--- src/pkg/cpr_map.vh ---
// Constants shared by the CPU register file and its address generator.
// Assumes it is included by bare name, once per design file.
`ifndef CPR_MAP_VH
`define CPR_MAP_VH

// ----
// Reset and fixed values
// ----
`define CPR_IDX_HI_RESET 8'h00
`define CPR_STK_RESET 16'h00ff
`define CPR_STK_LOW_REINIT 8'hff
`define CPR_FETCH_RESET 16'h0000
`define CPR_VEC_HI_ADDR 16'hfffe
`define CPR_VEC_LO_ADDR 16'hffff
`define CPR_DIRECT_PAGE 8'h00

// ----
// Register operations (regOp port)
// ----
`define CPR_OP_NOP 5'h00
`define CPR_OP_LOAD_ACC 5'h01
`define CPR_OP_ALU_WB 5'h02
`define CPR_OP_LOAD_IDX_LO 5'h03
`define CPR_OP_LOAD_IDX_HI 5'h04
`define CPR_OP_CLR_X 5'h05
`define CPR_OP_INC_X 5'h06
`define CPR_OP_DEC_X 5'h07
`define CPR_OP_COM_X 5'h08
`define CPR_OP_NEG_X 5'h09
`define CPR_OP_LSL_X 5'h0a
`define CPR_OP_LSR_X 5'h0b
`define CPR_OP_ASR_X 5'h0c
`define CPR_OP_ROL_X 5'h0d
`define CPR_OP_ROR_X 5'h0e
`define CPR_OP_ACC_TO_X 5'h0f
`define CPR_OP_X_TO_ACC 5'h10
`define CPR_OP_STK_ADJ 5'h11
`define CPR_OP_STK_LOW_REINIT 5'h12
`define CPR_OP_PUSH_ACC 5'h13
`define CPR_OP_PUSH_X 5'h14
`define CPR_OP_PUSH_H 5'h15
`define CPR_OP_PUSH_RET_LO 5'h16
`define CPR_OP_PUSH_RET_HI 5'h17
`define CPR_OP_PUSH_EXT 5'h18
`define CPR_OP_PULL_INC 5'h19
`define CPR_OP_LOAD_FETCH_HI 5'h1a
`define CPR_OP_LOAD_FETCH_LO 5'h1b
`define CPR_OP_LOAD_STK16 5'h1c
`define CPR_OP_LOAD_IDX16 5'h1d
`define CPR_OP_JUMP 5'h1e

// ----
// Addressing modes (addrMode port)
// ----
`define CPR_AM_DIRECT 4'h0
`define CPR_AM_EXTENDED 4'h1
`define CPR_AM_IX 4'h2
`define CPR_AM_IX1 4'h3
`define CPR_AM_IX2 4'h4
`define CPR_AM_IX_POST 4'h5
`define CPR_AM_IX1_POST 4'h6
`define CPR_AM_STK1 4'h7
`define CPR_AM_STK2 4'h8

`endif

--- src/rtl/cpr_addr_gen.v ---
// Effective address generator for the CPU register file.
// Assumes pointer inputs come from flops on the same clock; purely combinational.
`include "cpr_map.vh"

module cpr_addr_gen #(
  parameter AW = 16 // Address width
) (
  input wire [3:0] addrMode, // Addressing mode select
  input wire [7:0] opHi, // Operand high byte
  input wire [7:0] opLo, // Operand low byte
  input wire [AW-1:0] hxPtr, // Combined index pointer
  input wire [AW-1:0] stkPtr, // Stack pointer
  output reg [AW-1:0] effAddr, // Computed address
  output reg postInc // Index pointer steps after use
);

  // ----
  // Mode decode
  // ----
  // All index modes use the full 16-bit pointer, never X alone
  always @* begin
    effAddr = hxPtr;
    postInc = 1'b0;
    case (addrMode)
      `CPR_AM_DIRECT: begin
        effAddr = {`CPR_DIRECT_PAGE, opLo}; // see RQ15
      end
      `CPR_AM_EXTENDED: begin
        effAddr = {opHi, opLo}; // see RQ14
      end
      `CPR_AM_IX: begin
        effAddr = hxPtr; // see RQ6
      end
      `CPR_AM_IX1: begin
        effAddr = hxPtr + {8'h00, opLo}; // see RQ6
      end
      `CPR_AM_IX2: begin
        effAddr = hxPtr + {opHi, opLo}; // see RQ17
      end
      `CPR_AM_IX_POST: begin
        effAddr = hxPtr;
        postInc = 1'b1; // see RQ17
      end
      `CPR_AM_IX1_POST: begin
        effAddr = hxPtr + {8'h00, opLo};
        postInc = 1'b1; // see RQ17
      end
      `CPR_AM_STK1: begin
        effAddr = stkPtr + {8'h00, opLo}; // see RQ18
      end
      `CPR_AM_STK2: begin
        effAddr = stkPtr + {opHi, opLo}; // see RQ18
      end
      default: begin
        effAddr = hxPtr;
        postInc = 1'b0;
      end
    endcase
  end

endmodule

--- src/rtl/cpr_regs.v ---
// Programmer-visible CPU registers: accumulator, index pair, stack and fetch pointers.
// Assumes an instruction sequencer drives regOp and a memory answers vector reads.
//
// Function
// RQ1: Registers reachable by operations only, no address
// RQ2: Accumulator always feeds one ALU operand
// RQ3: Accumulator loads and stores through any mode
// RQ4: Accumulator keeps its contents through reset
// RQ5: Index pointer is upper and lower byte
// RQ6: Indexed modes use full pointer; some X-only (here every index mode uses the full pointer)
// RQ7: X supports data ops and accumulator transfers
// RQ8: Reset clears upper index byte, keeps lower
// RQ9: Stack pointer names next free location
// RQ10: Calls and interrupts save state on stack
// RQ11: Reset loads stack pointer with low-page top
// RQ12: Stack adjust adds sign-extended byte, 16 bits
// RQ13: Low reinit changes only stack low byte
// RQ14: One 64K space with 16-bit addresses
// RQ15: Direct mode reaches only the lowest page
// RQ16: Relative branch adds signed byte to fetch
// RQ17: Five index submodes, some post-increment
// RQ18: Stack-relative indexed addressing is supported
// RQ19: Fetch pointer steps, loads from reset vector
// RQ20: Pushes use combined stack value, no correction
`include "cpr_map.vh"

module cpr_regs #(
  parameter DW = 8, // Data width
  parameter AW = 16 // Address width
) (
  input wire sys_clk, // System clock
  input wire arst_n, // Async reset, active low
  input wire opValid, // Operation strobe
  input wire [4:0] regOp, // Operation code
  input wire [DW-1:0] opHi, // Operand high byte
  input wire [DW-1:0] opLo, // Operand low byte
  input wire [DW-1:0] memData, // Data read from memory
  input wire [DW-1:0] aluResult, // ALU result for write-back
  input wire [DW-1:0] extPushData, // Condition byte to stack
  input wire carryIn, // Unused; rotate ops take the carry from the last X op
  input wire addrReq, // Request an effective address
  input wire [3:0] addrMode, // Addressing mode for addrReq
  input wire fetchAdv, // Byte fetched, step the pointer
  input wire branchTake, // Take a relative branch
  input wire [DW-1:0] branchOfs, // Signed branch offset
  input wire vecRdValid, // Memory answer for a vector read
  output wire [DW-1:0] aluOperandA, // Accumulator to ALU
  output wire [DW-1:0] storeData, // Accumulator store data
  output wire [AW-1:0] idxPtr, // Combined index pointer
  output wire [AW-1:0] stkPtr, // Stack pointer
  output wire [AW-1:0] nextFetchAddr, // Address of next fetch
  output wire [AW-1:0] effAddr, // Registered effective address
  output wire effValid, // Effective address valid pulse
  output wire xCarryOut, // Carry out of last X op
  output wire stkWrEn, // Stack write pulse
  output wire [AW-1:0] stkWrAddr, // Stack write address
  output wire [DW-1:0] stkWrData, // Stack write data
  output wire stkRdEn, // Stack read pulse
  output wire [AW-1:0] stkRdAddr, // Stack read address
  output wire vecRdReq, // Vector read request
  output wire [AW-1:0] vecRdAddr, // Vector read address
  output wire cpuReady // Vector loaded, ops accepted
);

  // ----
  // Functions
  // ----
  // Sign-extend a byte to an address-wide offset
  function [15:0] sext16;
    input [7:0] b;
    begin
      sext16 = {{8{b[7]}}, b};
    end
  endfunction

  // X data ops; returns {carry, result}
  function [8:0] xByteOp;
    input [4:0] op;
    input [7:0] v;
    input c;
    begin
      case (op)
        `CPR_OP_CLR_X: xByteOp = {c, 8'h00};
        `CPR_OP_INC_X: xByteOp = {c, v + 8'h01};
        `CPR_OP_DEC_X: xByteOp = {c, v - 8'h01};
        `CPR_OP_COM_X: xByteOp = {1'b1, ~v};
        `CPR_OP_NEG_X: xByteOp = {(v != 8'h00), 8'h00 - v};
        `CPR_OP_LSL_X: xByteOp = {v[7], v[6:0], 1'b0};
        `CPR_OP_LSR_X: xByteOp = {v[0], 1'b0, v[7:1]};
        `CPR_OP_ASR_X: xByteOp = {v[0], v[7], v[7:1]};
        `CPR_OP_ROL_X: xByteOp = {v[7], v[6:0], c};
        `CPR_OP_ROR_X: xByteOp = {v[0], c, v[7:1]};
        default: xByteOp = {c, v};
      endcase
    end
  endfunction

  // ----
  // State and registers
  // ----
  localparam [2:0] ST_VEC_HI = 3'b001; // Reading high vector byte
  localparam [2:0] ST_VEC_LO = 3'b010; // Reading low vector byte
  localparam [2:0] ST_RUN = 3'b100; // Normal operation

  reg [2:0] state_q; // Vector load sequencer
  reg [2:0] state_d;
  reg [DW-1:0] acc_q; // Accumulator, never reset
  reg [DW-1:0] acc_d;
  reg [DW-1:0] idxLo_q; // Lower index byte, never reset
  reg [DW-1:0] idxLo_d;
  reg [DW-1:0] idxHi_q; // Upper index byte
  reg [DW-1:0] idxHi_d;
  reg [AW-1:0] stk_q; // Stack pointer
  reg [AW-1:0] stk_d;
  reg [AW-1:0] fetch_q; // Next fetch address
  reg [AW-1:0] fetch_d;
  reg carry_q; // Carry from last X op
  reg carry_d;
  reg [AW-1:0] ea_q; // Registered effective address
  reg eaValid_q; // Effective address valid
  reg stkWrEn_q; // Stack write strobe
  reg stkWrEn_d;
  reg [AW-1:0] stkWrAddr_q; // Stack write address
  reg [DW-1:0] stkWrData_q; // Stack write data
  reg [DW-1:0] stkWrData_d;
  reg stkRdEn_q; // Stack read strobe
  reg stkRdEn_d;
  reg [AW-1:0] stkRdAddr_q; // Stack read address
  reg [AW-1:0] vecRdAddr_q; // Vector read address

  wire opTake; // Operation accepted this cycle
  wire [AW-1:0] hxPtr; // Combined index pointer
  wire [AW-1:0] eaComb; // Address generator output
  wire postInc; // Mode steps the index pointer
  wire [AW-1:0] hxInc; // Index pointer plus one
  wire [8:0] xRes; // X op result with carry

  // Ops wait until the reset vector is in the fetch pointer
  assign opTake = opValid & state_q[2];
  assign hxPtr = {idxHi_q, idxLo_q}; // see RQ5
  assign hxInc = hxPtr + 16'h0001;
  assign xRes = xByteOp(regOp, idxLo_q, carry_q);

  // ----
  // Address generator
  // ----
  cpr_addr_gen #(
    .AW(AW)
  ) u_addr_gen (
    .addrMode(addrMode),
    .opHi(opHi),
    .opLo(opLo),
    .hxPtr(hxPtr),
    .stkPtr(stk_q),
    .effAddr(eaComb),
    .postInc(postInc)
  );

  // ----
  // Next-state logic
  // ----
  // No address decode exists here: only regOp, post-increment, fetch stepping, branches and vector reads reach these registers
  always @* begin
    acc_d = acc_q;
    idxLo_d = idxLo_q;
    idxHi_d = idxHi_q;
    stk_d = stk_q;
    fetch_d = fetch_q;
    carry_d = carry_q;
    stkWrEn_d = 1'b0;
    stkWrData_d = stkWrData_q;
    stkRdEn_d = 1'b0;
    state_d = state_q;
    // Post-increment first, so an explicit op on the pointer overrides it
    if (addrReq && postInc && state_q[2]) begin
      idxLo_d = hxInc[7:0]; // see RQ17
      idxHi_d = hxInc[15:8];
    end
    // Fetch stepping and branches; an explicit fetch load below wins
    if (state_q[2]) begin
      if (branchTake) begin
        fetch_d = fetch_q + sext16(branchOfs); // see RQ16
      end else if (fetchAdv) begin
        fetch_d = fetch_q + 16'h0001; // see RQ19
      end
    end
    case (state_q)
      ST_VEC_HI: begin
        if (vecRdValid) begin
          fetch_d = {memData, fetch_q[7:0]}; // see RQ19
          state_d = ST_VEC_LO;
        end
      end
      ST_VEC_LO: begin
        if (vecRdValid) begin
          fetch_d = {fetch_q[15:8], memData}; // see RQ19
          state_d = ST_RUN;
        end
      end
      ST_RUN: begin
        state_d = ST_RUN;
      end
      default: begin
        state_d = ST_VEC_HI;
      end
    endcase
    if (opTake) begin // see RQ1
      case (regOp)
        `CPR_OP_LOAD_ACC: acc_d = memData; // see RQ3
        `CPR_OP_ALU_WB: acc_d = aluResult; // see RQ2
        `CPR_OP_LOAD_IDX_LO: idxLo_d = memData; // see RQ6
        `CPR_OP_LOAD_IDX_HI: idxHi_d = memData;
        `CPR_OP_CLR_X, `CPR_OP_INC_X, `CPR_OP_DEC_X, `CPR_OP_COM_X,
        `CPR_OP_NEG_X, `CPR_OP_LSL_X, `CPR_OP_LSR_X, `CPR_OP_ASR_X,
        `CPR_OP_ROL_X, `CPR_OP_ROR_X: begin
          idxLo_d = xRes[7:0]; // see RQ7
          carry_d = xRes[8];
        end
        `CPR_OP_ACC_TO_X: idxLo_d = acc_q; // see RQ7
        `CPR_OP_X_TO_ACC: acc_d = idxLo_q; // see RQ7
        `CPR_OP_STK_ADJ: stk_d = stk_q + sext16(opLo); // see RQ12
        `CPR_OP_STK_LOW_REINIT: begin
          stk_d = {stk_q[15:8], `CPR_STK_LOW_REINIT}; // see RQ13
        end
        `CPR_OP_PUSH_ACC, `CPR_OP_PUSH_X, `CPR_OP_PUSH_H, `CPR_OP_PUSH_RET_LO,
        `CPR_OP_PUSH_RET_HI, `CPR_OP_PUSH_EXT: begin
          // Write at the free slot, then move down
          stkWrEn_d = 1'b1; // see RQ9
          stk_d = stk_q - 16'h0001; // see RQ20
          case (regOp)
            `CPR_OP_PUSH_ACC: stkWrData_d = acc_q;
            `CPR_OP_PUSH_X: stkWrData_d = idxLo_q;
            `CPR_OP_PUSH_H: stkWrData_d = idxHi_q;
            `CPR_OP_PUSH_RET_LO: stkWrData_d = fetch_q[7:0]; // see RQ10
            `CPR_OP_PUSH_RET_HI: stkWrData_d = fetch_q[15:8]; // see RQ10
            default: stkWrData_d = extPushData; // see RQ10
          endcase
        end
        `CPR_OP_PULL_INC: begin
          stk_d = stk_q + 16'h0001; // see RQ9
          stkRdEn_d = 1'b1;
        end
        `CPR_OP_LOAD_FETCH_HI: fetch_d = {memData, fetch_q[7:0]};
        `CPR_OP_LOAD_FETCH_LO: fetch_d = {fetch_q[15:8], memData};
        `CPR_OP_LOAD_STK16: stk_d = {opHi, opLo};
        `CPR_OP_LOAD_IDX16: begin
          idxHi_d = opHi; // see RQ5
          idxLo_d = opLo;
        end
        `CPR_OP_JUMP: fetch_d = {opHi, opLo}; // see RQ14
        default: begin
          acc_d = acc_q;
        end
      endcase
    end
  end

  // ----
  // Data registers without reset
  // ----
  // Left out of reset on purpose: software may rely on old contents
  always @(posedge sys_clk) begin
    acc_q <= acc_d; // see RQ4
    idxLo_q <= idxLo_d; // see RQ8
  end

  // ----
  // Registers with reset
  // ----
  // Pointers and control state take fixed values under reset
  always @(posedge sys_clk or negedge arst_n) begin
    if (!arst_n) begin
      state_q <= ST_VEC_HI;
      idxHi_q <= `CPR_IDX_HI_RESET; // see RQ8
      stk_q <= `CPR_STK_RESET; // see RQ11
      fetch_q <= `CPR_FETCH_RESET;
      carry_q <= 1'b0;
      stkWrEn_q <= 1'b0;
      stkWrData_q <= 8'h00;
      stkRdEn_q <= 1'b0;
    end else begin
      state_q <= state_d;
      idxHi_q <= idxHi_d;
      stk_q <= stk_d;
      fetch_q <= fetch_d;
      carry_q <= carry_d;
      stkWrEn_q <= stkWrEn_d;
      stkWrData_q <= stkWrData_d;
      stkRdEn_q <= stkRdEn_d;
    end
  end

  // ----
  // Address registers
  // ----
  // Addresses registered one cycle after the request
  always @(posedge sys_clk or negedge arst_n) begin
    if (!arst_n) begin
      ea_q <= 16'h0000;
      eaValid_q <= 1'b0;
      stkWrAddr_q <= 16'h0000;
      stkRdAddr_q <= 16'h0000;
      vecRdAddr_q <= `CPR_VEC_HI_ADDR; // see RQ19
    end else begin
      eaValid_q <= addrReq & state_q[2];
      if (addrReq && state_q[2]) begin
        ea_q <= eaComb; // see RQ3
      end
      if (stkWrEn_d) begin
        stkWrAddr_q <= stk_q; // see RQ20
      end
      if (stkRdEn_d) begin
        stkRdAddr_q <= stk_d;
      end
      // Second vector byte sits one address higher
      if (state_q[0] && vecRdValid) begin
        vecRdAddr_q <= `CPR_VEC_LO_ADDR;
      end
    end
  end

  // ----
  // Outputs
  // ----
  assign aluOperandA = acc_q; // see RQ2
  assign storeData = acc_q; // see RQ3
  assign idxPtr = hxPtr;
  assign stkPtr = stk_q;
  assign nextFetchAddr = fetch_q;
  assign effAddr = ea_q;
  assign effValid = eaValid_q;
  assign xCarryOut = carry_q;
  assign stkWrEn = stkWrEn_q;
  assign stkWrAddr = stkWrAddr_q;
  assign stkWrData = stkWrData_q;
  assign stkRdEn = stkRdEn_q;
  assign stkRdAddr = stkRdAddr_q;
  // Handshake from the state bits directly
  assign vecRdReq = state_q[0] | state_q[1];
  assign vecRdAddr = vecRdAddr_q;
  assign cpuReady = state_q[2];

endmodule

--- config.mk ---
export PLATFORM = sky130hd
export DESIGN_NAME = cpr_regs
export DESIGN_NICKNAME = d
export VERILOG_FILES = /design/src/rtl/cpr_addr_gen.v /design/src/rtl/cpr_regs.v
export VERILOG_INCLUDE_DIRS = /design/src /design/src/pkg
export SDC_FILE = /design/constraint.sdc
export NUM_CORES = 1
export LEC_CHECK = 0
export ABC_AREA = 1
export BUFFER_PORTS_ARGS = -buffer_cell sky130_fd_sc_hd__buf_2
export CAP_MARGIN = 15
export CORE_MARGIN = 2
export CORE_UTILIZATION = 58
export CTS_CLUSTER_DIAMETER = 200
export DETAILED_ROUTE_END_ITERATION = 10
export GPL_TIMING_DRIVEN = 0
export PLACE_DENSITY = 0.82
export SETUP_SLACK_MARGIN = 0.02
export SYNTH_ARGS = -nofsm -noshare
export SYNTH_HDL_FRONTEND = slang
export SYNTH_SLANG_ARGS = --single-unit
--- constraint.sdc ---
create_clock -name sys_clk -period 3.77 [get_ports sys_clk]
set_clock_uncertainty 0.15 [all_clocks]
set_input_delay 0.754 -clock sys_clk [delete_from_list [all_inputs] [get_ports sys_clk]]
set_output_delay 0.754 -clock sys_clk [all_outputs]
set_load 0.01 [all_outputs]
* Word level (Yosys, flattened, before mapping) *
Cells that the tools add are included.

storage, ports and cells
  bits in registers = 120
  latch bits = 0
  memory bits (read-only) = 0
  memories kept = 0
  output and inout port bits = 142
  memory bits (writable) = 0

cells by class
  eq/ne operators = 47
  order comparisons = 0
  shift operators = 0
  mux-type cells = 28
  reductions and logical operators = 17
  divide/modulo/power cells = 0
  bitwise gates (word level) = 7
  $mul = 0
  $add $sub $neg = 13

operators by type and width
  kind                   number
  $mux 16                7
  $pmux 16 s6            1
  $pmux 9 s10            1
  $pmux 16 s5            1
  $eq 5x5->1 const B     15
  $add 16x16->16         4
  $add 16x1->16 const B  3
  $pmux 16 s3            1
  $eq 5x4->1 const B     8
  $pmux 8 s5             1
  $add 16x8->16          2
  $mux 8                 4
  $pmux 16 s2            1
  $pmux 8 s4             1
  $pmux 8 s3             1
  $eq 5x3->1 const B     4
  $eq 4x3->1 const B     4
  $pmux 8 s2             1
  $sub 16x1->16 const B  1
  $ne 12x12->1 const B   1
  $ne 11x11->1 const B   1
  $eq 5x2->1 const B     2
  $reduce_or 10->1       1
  $pmux 3 s3             1
  27 further kinds       45

* Longest topological paths before layout *
  depth after elaboration = 8
  gate-level depth with buffers = 24

* Cells and area by module *
From an unflattened synthesis, not the netlist that was laid out.

second synthesis, totals
  cells, all modules = 1913
  area, all modules = 12087.8 um^2

modules (own cells, without submodules)
  module        area an instance (um^2)  cells an instance  instances
  cpr_regs      9626.7                   1418               1
  cpr_addr_gen  2461.1                   495                1

* Least setup slack after synthesis *
OpenSTA, ideal clock, no wires.

  path type = input port to flip-flop
  start point = input addrMode[1]
  end point = register ea_q[10] (netlist: effAddr[10])
  stages on the path = 18
  data required time = 3.504 ns
  setup slack = 0.400 ns
  library setup time = 0.116 ns
  arrival = 3.104 ns
  cell sequence = nor2_1 nand3_1 clkbuf_1 o21ai_0 ha_1 inv_1 fa_1 inv_1 nand3_1 nand2_1 nand2_1 a21oi_1 a21oi_1 or2_2 nand3_1 nand3_1 nand2_1 nand2_1

on the way
  cells in the longest elaborated chain, start to end = 3
  elaborated cells between the ends (all ways) = 9
  classes of those cells = eq/ne (6); mux (1); reduce/logical (2)

RTL lines
  what                                      line               source
  start, declared                           cpr_regs.v:42      input wire [3:0] addrMode,
  $eq 4x2->1 or $eq 4x3->1 (tied branches)  cpr_addr_gen.v:24  case (addrMode)
  $reduce_or 2->1 (no source line)          -
  $pmux 16 s6 (*)                           cpr_addr_gen.v:24
  end signal, assigned                      cpr_regs.v:307     ea_q <= eaComb;
  end, declared                             cpr_regs.v:119     reg [AW-1:0] ea_q;

Mark *: on every way between the ends. The rest lies on a longest branch, timed or not.
A chain may end at the register's enable or synchronous reset.

* Worst setup path in the final report *
  start point = input addrMode[1]
  end point = register ea_q[6] (netlist: effAddr[6])

The elaborated chain is that of the path after synthesis.

==> impl_metrics.py <==
metrics = {
    "sta": {
        "min_period_over_period": 0.957,
        "clock.fmax_mhz": 277,
        "relSlewSlack": 0.481,
        "maxSlewViolCount": 0,
        "rsz0062_at_grt": "false",
        "hold_viol": 0,
        "worst_pin_slew_ns": 0.776,
        "finalCriticalPeriod_ns": 3.61,
        "setup_viol": 0,
    },
    "critical_path": {
        "max_stage_delay_ns": 0.39,
        "start_kind": "input pin",
        "path_cells": "buf_2 -> nor2_1 -> nand3_2 -> buf_2 -> o21ai_0 -> ha_1 -> inv_1 -> fa_1 -> inv_1 -> nand3_1 -> nand2_1 -> nand2_1 -> a21oi_4 -> a21oi_1 -> o21ai_0 -> nand3_1 -> o21ai_0 -> nand2_1",
        "crit_required_ns": 3.96,
        "worstPathMaxFanout": 10,
        "endpoint_kind": "register",
        "crit_arrival_ns": 3.80,
        "cpMaxStageDelayCell": "fa_1",
        "crit_type": "in -> reg",
    },
    "global_routing": {
        "grt_util_met1": 0.568,
        "top_usage_layer": "met2",
        "antenna_found_initial": 0,
        "gr-usage-met2": 0.679,
        "global_route.usage.met3": 0.0840,
        "grt_first_pass_wirelength_mm": 72.9,
        "grt_max_degree": 68,
        "grtUsageTotal": 0.431,
        "grt_overflow_total": 0,
        "grt_pass1_vias": 13400,
    },
    "floorplan": {
        "die_h_um": 148,
        "initial_core_util": 0.592,
        "die_x_um": 148,
        "ios": 207,
        "die-area_mm2": 0.0219,
        "rows": 52,
        "core_area_mm2": 0.0203,
    },
    "layout": {
        "regArea_mm2": 0.00309,
        "postLayoutCoreUtil": 0.692,
        "final.fill_count": 1865,
        "finalNetCount": 2263,
        "antenna_cells": 0,
        "drive_gt1_frac": 0.160,
        "multi_input_area_mm2": 0.00769,
        "area_growth_pct": 16.9,
    },
    "clock_tree": {
        "insertion_delay_ns": 0.45,
        "path_clk_slew_ns": 0.07,
        "cts_made_buffers": 17,
        "cts_num_sinks": 120,
        "cts_tree": "built",
        "clk_path_buf_depth": 2,
        "htree_levels": 4,
        "cts-root-buf": "clkbuf_16",
    },
    "detailed_routing": {
        "wirelength_mm": 47.6,
        "viasPerCell": 6.07,
        "drtPass1Iterations": 6,
        "drtIter0Drc": 1548,
        "wl_per_cell_um": 19.8,
        "ant_nets": 0,
        "via_count": 14600,
        "drc": 0,
    },
    "yosys": {
        "netlist_instances": 1900,
        "async_flop_share": 0.867,
        "synthTopCellsByArea": "dfrtp_1 20%, nand2_1 18%, inv_1 6.9%",
        "syn_area_mm2": 0.0120,
        "yosysTopAreaCell": "dfrtp_1",
        "syn_area_per_cell_um2": 6.33,
        "synth_edf_count": 16,
        "yosysSeqAreaShare": 0.257,
        "synth_cell_types": 57,
        "synth_ff_type": "dfrtp_1",
        "synth_warnings": 0,
        "synth_top_area_share": 0.198,
        "ys_ff_latch": 120,
    },
    "outcome": {
        "outcome": "complete, no violations",
    },
    "hold_path": {
        "hold_class": "in -> async",
    },
    "place": {
        "portBuffers": 187,
        "hpwl_mm": 37.0,
        "gp_congestion": 1.12,
    },
    "flow_run": {
        "maxCapViolCount": 0,
    },
    "power_and_ir_drop": {
        "powerDensity_mw_per_mm2": 644,
        "vdd_drop_max_mv": 0.376,
        "leakage_nw": 7.56,
        "finalPower_mw": 9.05,
    },
}
-- cell families after synthesis --
group / share of synthesized area
mux: 0.000937
flops: 0.257
compound gates: 0.202
buf+inv: 0.111
simple gates: 0.335
xor+xnor: 0.0168
fa+ha+maj: 0.0760
other cells: 0.000312
-- path summary, 6_finish.rpt --
path                                   start            to  slack, ns  cells after the start
worst max-delay path             addrMode[1]    effAddr[6]       0.16                     18
worst min-delay path                  arst_n     xCarryOut       0.16                      1
worst max register to register    idxLo_q[0]    effAddr[6]       0.18                     16
worst min register to register  stkRdAddr[6]  stkRdAddr[6]       0.32                      2
max in group asynchronous             arst_n     stkPtr[7]       2.51                      2
min in group sys_clk            stkRdAddr[6]  stkRdAddr[6]       0.32                      2
-- registers in the layout, indices dropped and copies added (netlist names), 3 cells and up --
register,cells
aluOperandA,8
effAddr,16
idxHi_q,8
idxLo_q,8
nextFetchAddr,16
state_q,3
stkPtr,16
stkRdAddr,16
stkWrAddr,16
stkWrData,8
-- per-stage QoR --
| step | setup TNS, ns | cell area, um^2 | worst slack [ns] | hold slack [ns] | std cells |
|---|---|---|---|---|---|
| after floorplan | 0 | 12100 | 0.400 | 0.308 | 1921 |
| after global placement | -1.71 | 13400 | -0.402 | 0.307 | 2378 |
| after detailed placement | -2.05 | 13400 | -0.473 | 0.309 | 2379 |
| after CTS | 0 | 14000 | 0.126 | 0.176 | 2411 |
| after global routing | 0 | 14000 | 0.0282 | 0.207 | 2411 |
| final | 0 | 14000 | 0.162 | 0.159 | 2411 |
-- worst max-delay path, delay by kind of cell --
kind | cells | cell delay [ns]
fa+ha+maj | 2 | 0.61
simple gates | 7 | 1.02
buf+inv | 4 | 0.52
compound gates | 5 | 0.89
-- metal layers --
layer	routed length, um	share of wire
met1	17900	0.38
met2	20900	0.44
met3	6160	0.13
met4	2680	0.056
met5	0	0
-- power by group --
group	internal (mW)	switching, mW
registers	1.75	0.567
logic	1.70	3.24
clock network	1.09	0.709
-- cell usage in the layout, fill, tap and decap left out, drive strengths merged, types with 4 or more instances in the layout --
cell     synthesis  layout
nand2          572     572
inv            238     242
buf             48     237
o21ai          166     166
nand3          160     160
nor2           156     156
a21oi          126     126
dfrtp           95      95
ha              65      65
clkbuf          30      49
o22ai           45      45
conb             1      22
nand4           21      21
o221ai          17      17
xor2            17      17
edfxtp          16      16
nor3            14      14
or2             10      10
dfstp            9       9
a22oi            8       8
clkinv           4       8
a31oi            7       7
o2111ai          7       7
nand3b           7       7
a211o            7       7
xnor2            6       6
a221oi           5       5
o21bai           5       5
and2             5       5
fa               5       5
o21a             4       4
a21o             4       4
o311ai           4       4
-- cells in the mapped netlist (6+ instances only) --
master     count
nand2_1      565
inv_1        222
nand3_1      154
nor2_1       142
o21ai_0      141
a21oi_1      126
dfrtp_1       95
ha_1          65
o22ai_1       45
clkbuf_1      30
buf_4         27
nand4_1       20
o21ai_1       19
buf_2         17
o221ai_1      17
xor2_1        17
edfxtp_1      16
inv_2         16
nor3_1        13
nor2_2        10
or2_2         10
dfstp_2        9
a22oi_1        8
a211o_1        7
a31oi_1        7
nand2_2        7
nand3b_1       7
o2111ai_1      7
o21ai_2        6
xnor2_1        6
-- layout make-up --
| type | count | area share |
|---|---|---|
| buffer | 78 | 0.0308 |
| clock buffer | 20 | 0.0325 |
| clock inverter | 12 | 0.0118 |
| inverter | 242 | 0.0647 |
| multi-input combinational | 1481 | 0.547 |
| sequential | 120 | 0.220 |
| tap | 270 | 0.0240 |
| timing repair buffer | 188 | 0.0688 |
-- what timing repair did --
item                                    4_1_cts  5_1_grt
resized for setup                             2        6
buffers inserted                              0        0
endpoints found under the setup margin        2        8
hold buffers                                  0        0
hold endpoints to repair                      0        0
pin swaps                                     0        1
No activity file was read; power rests on OpenSTA's default activity.
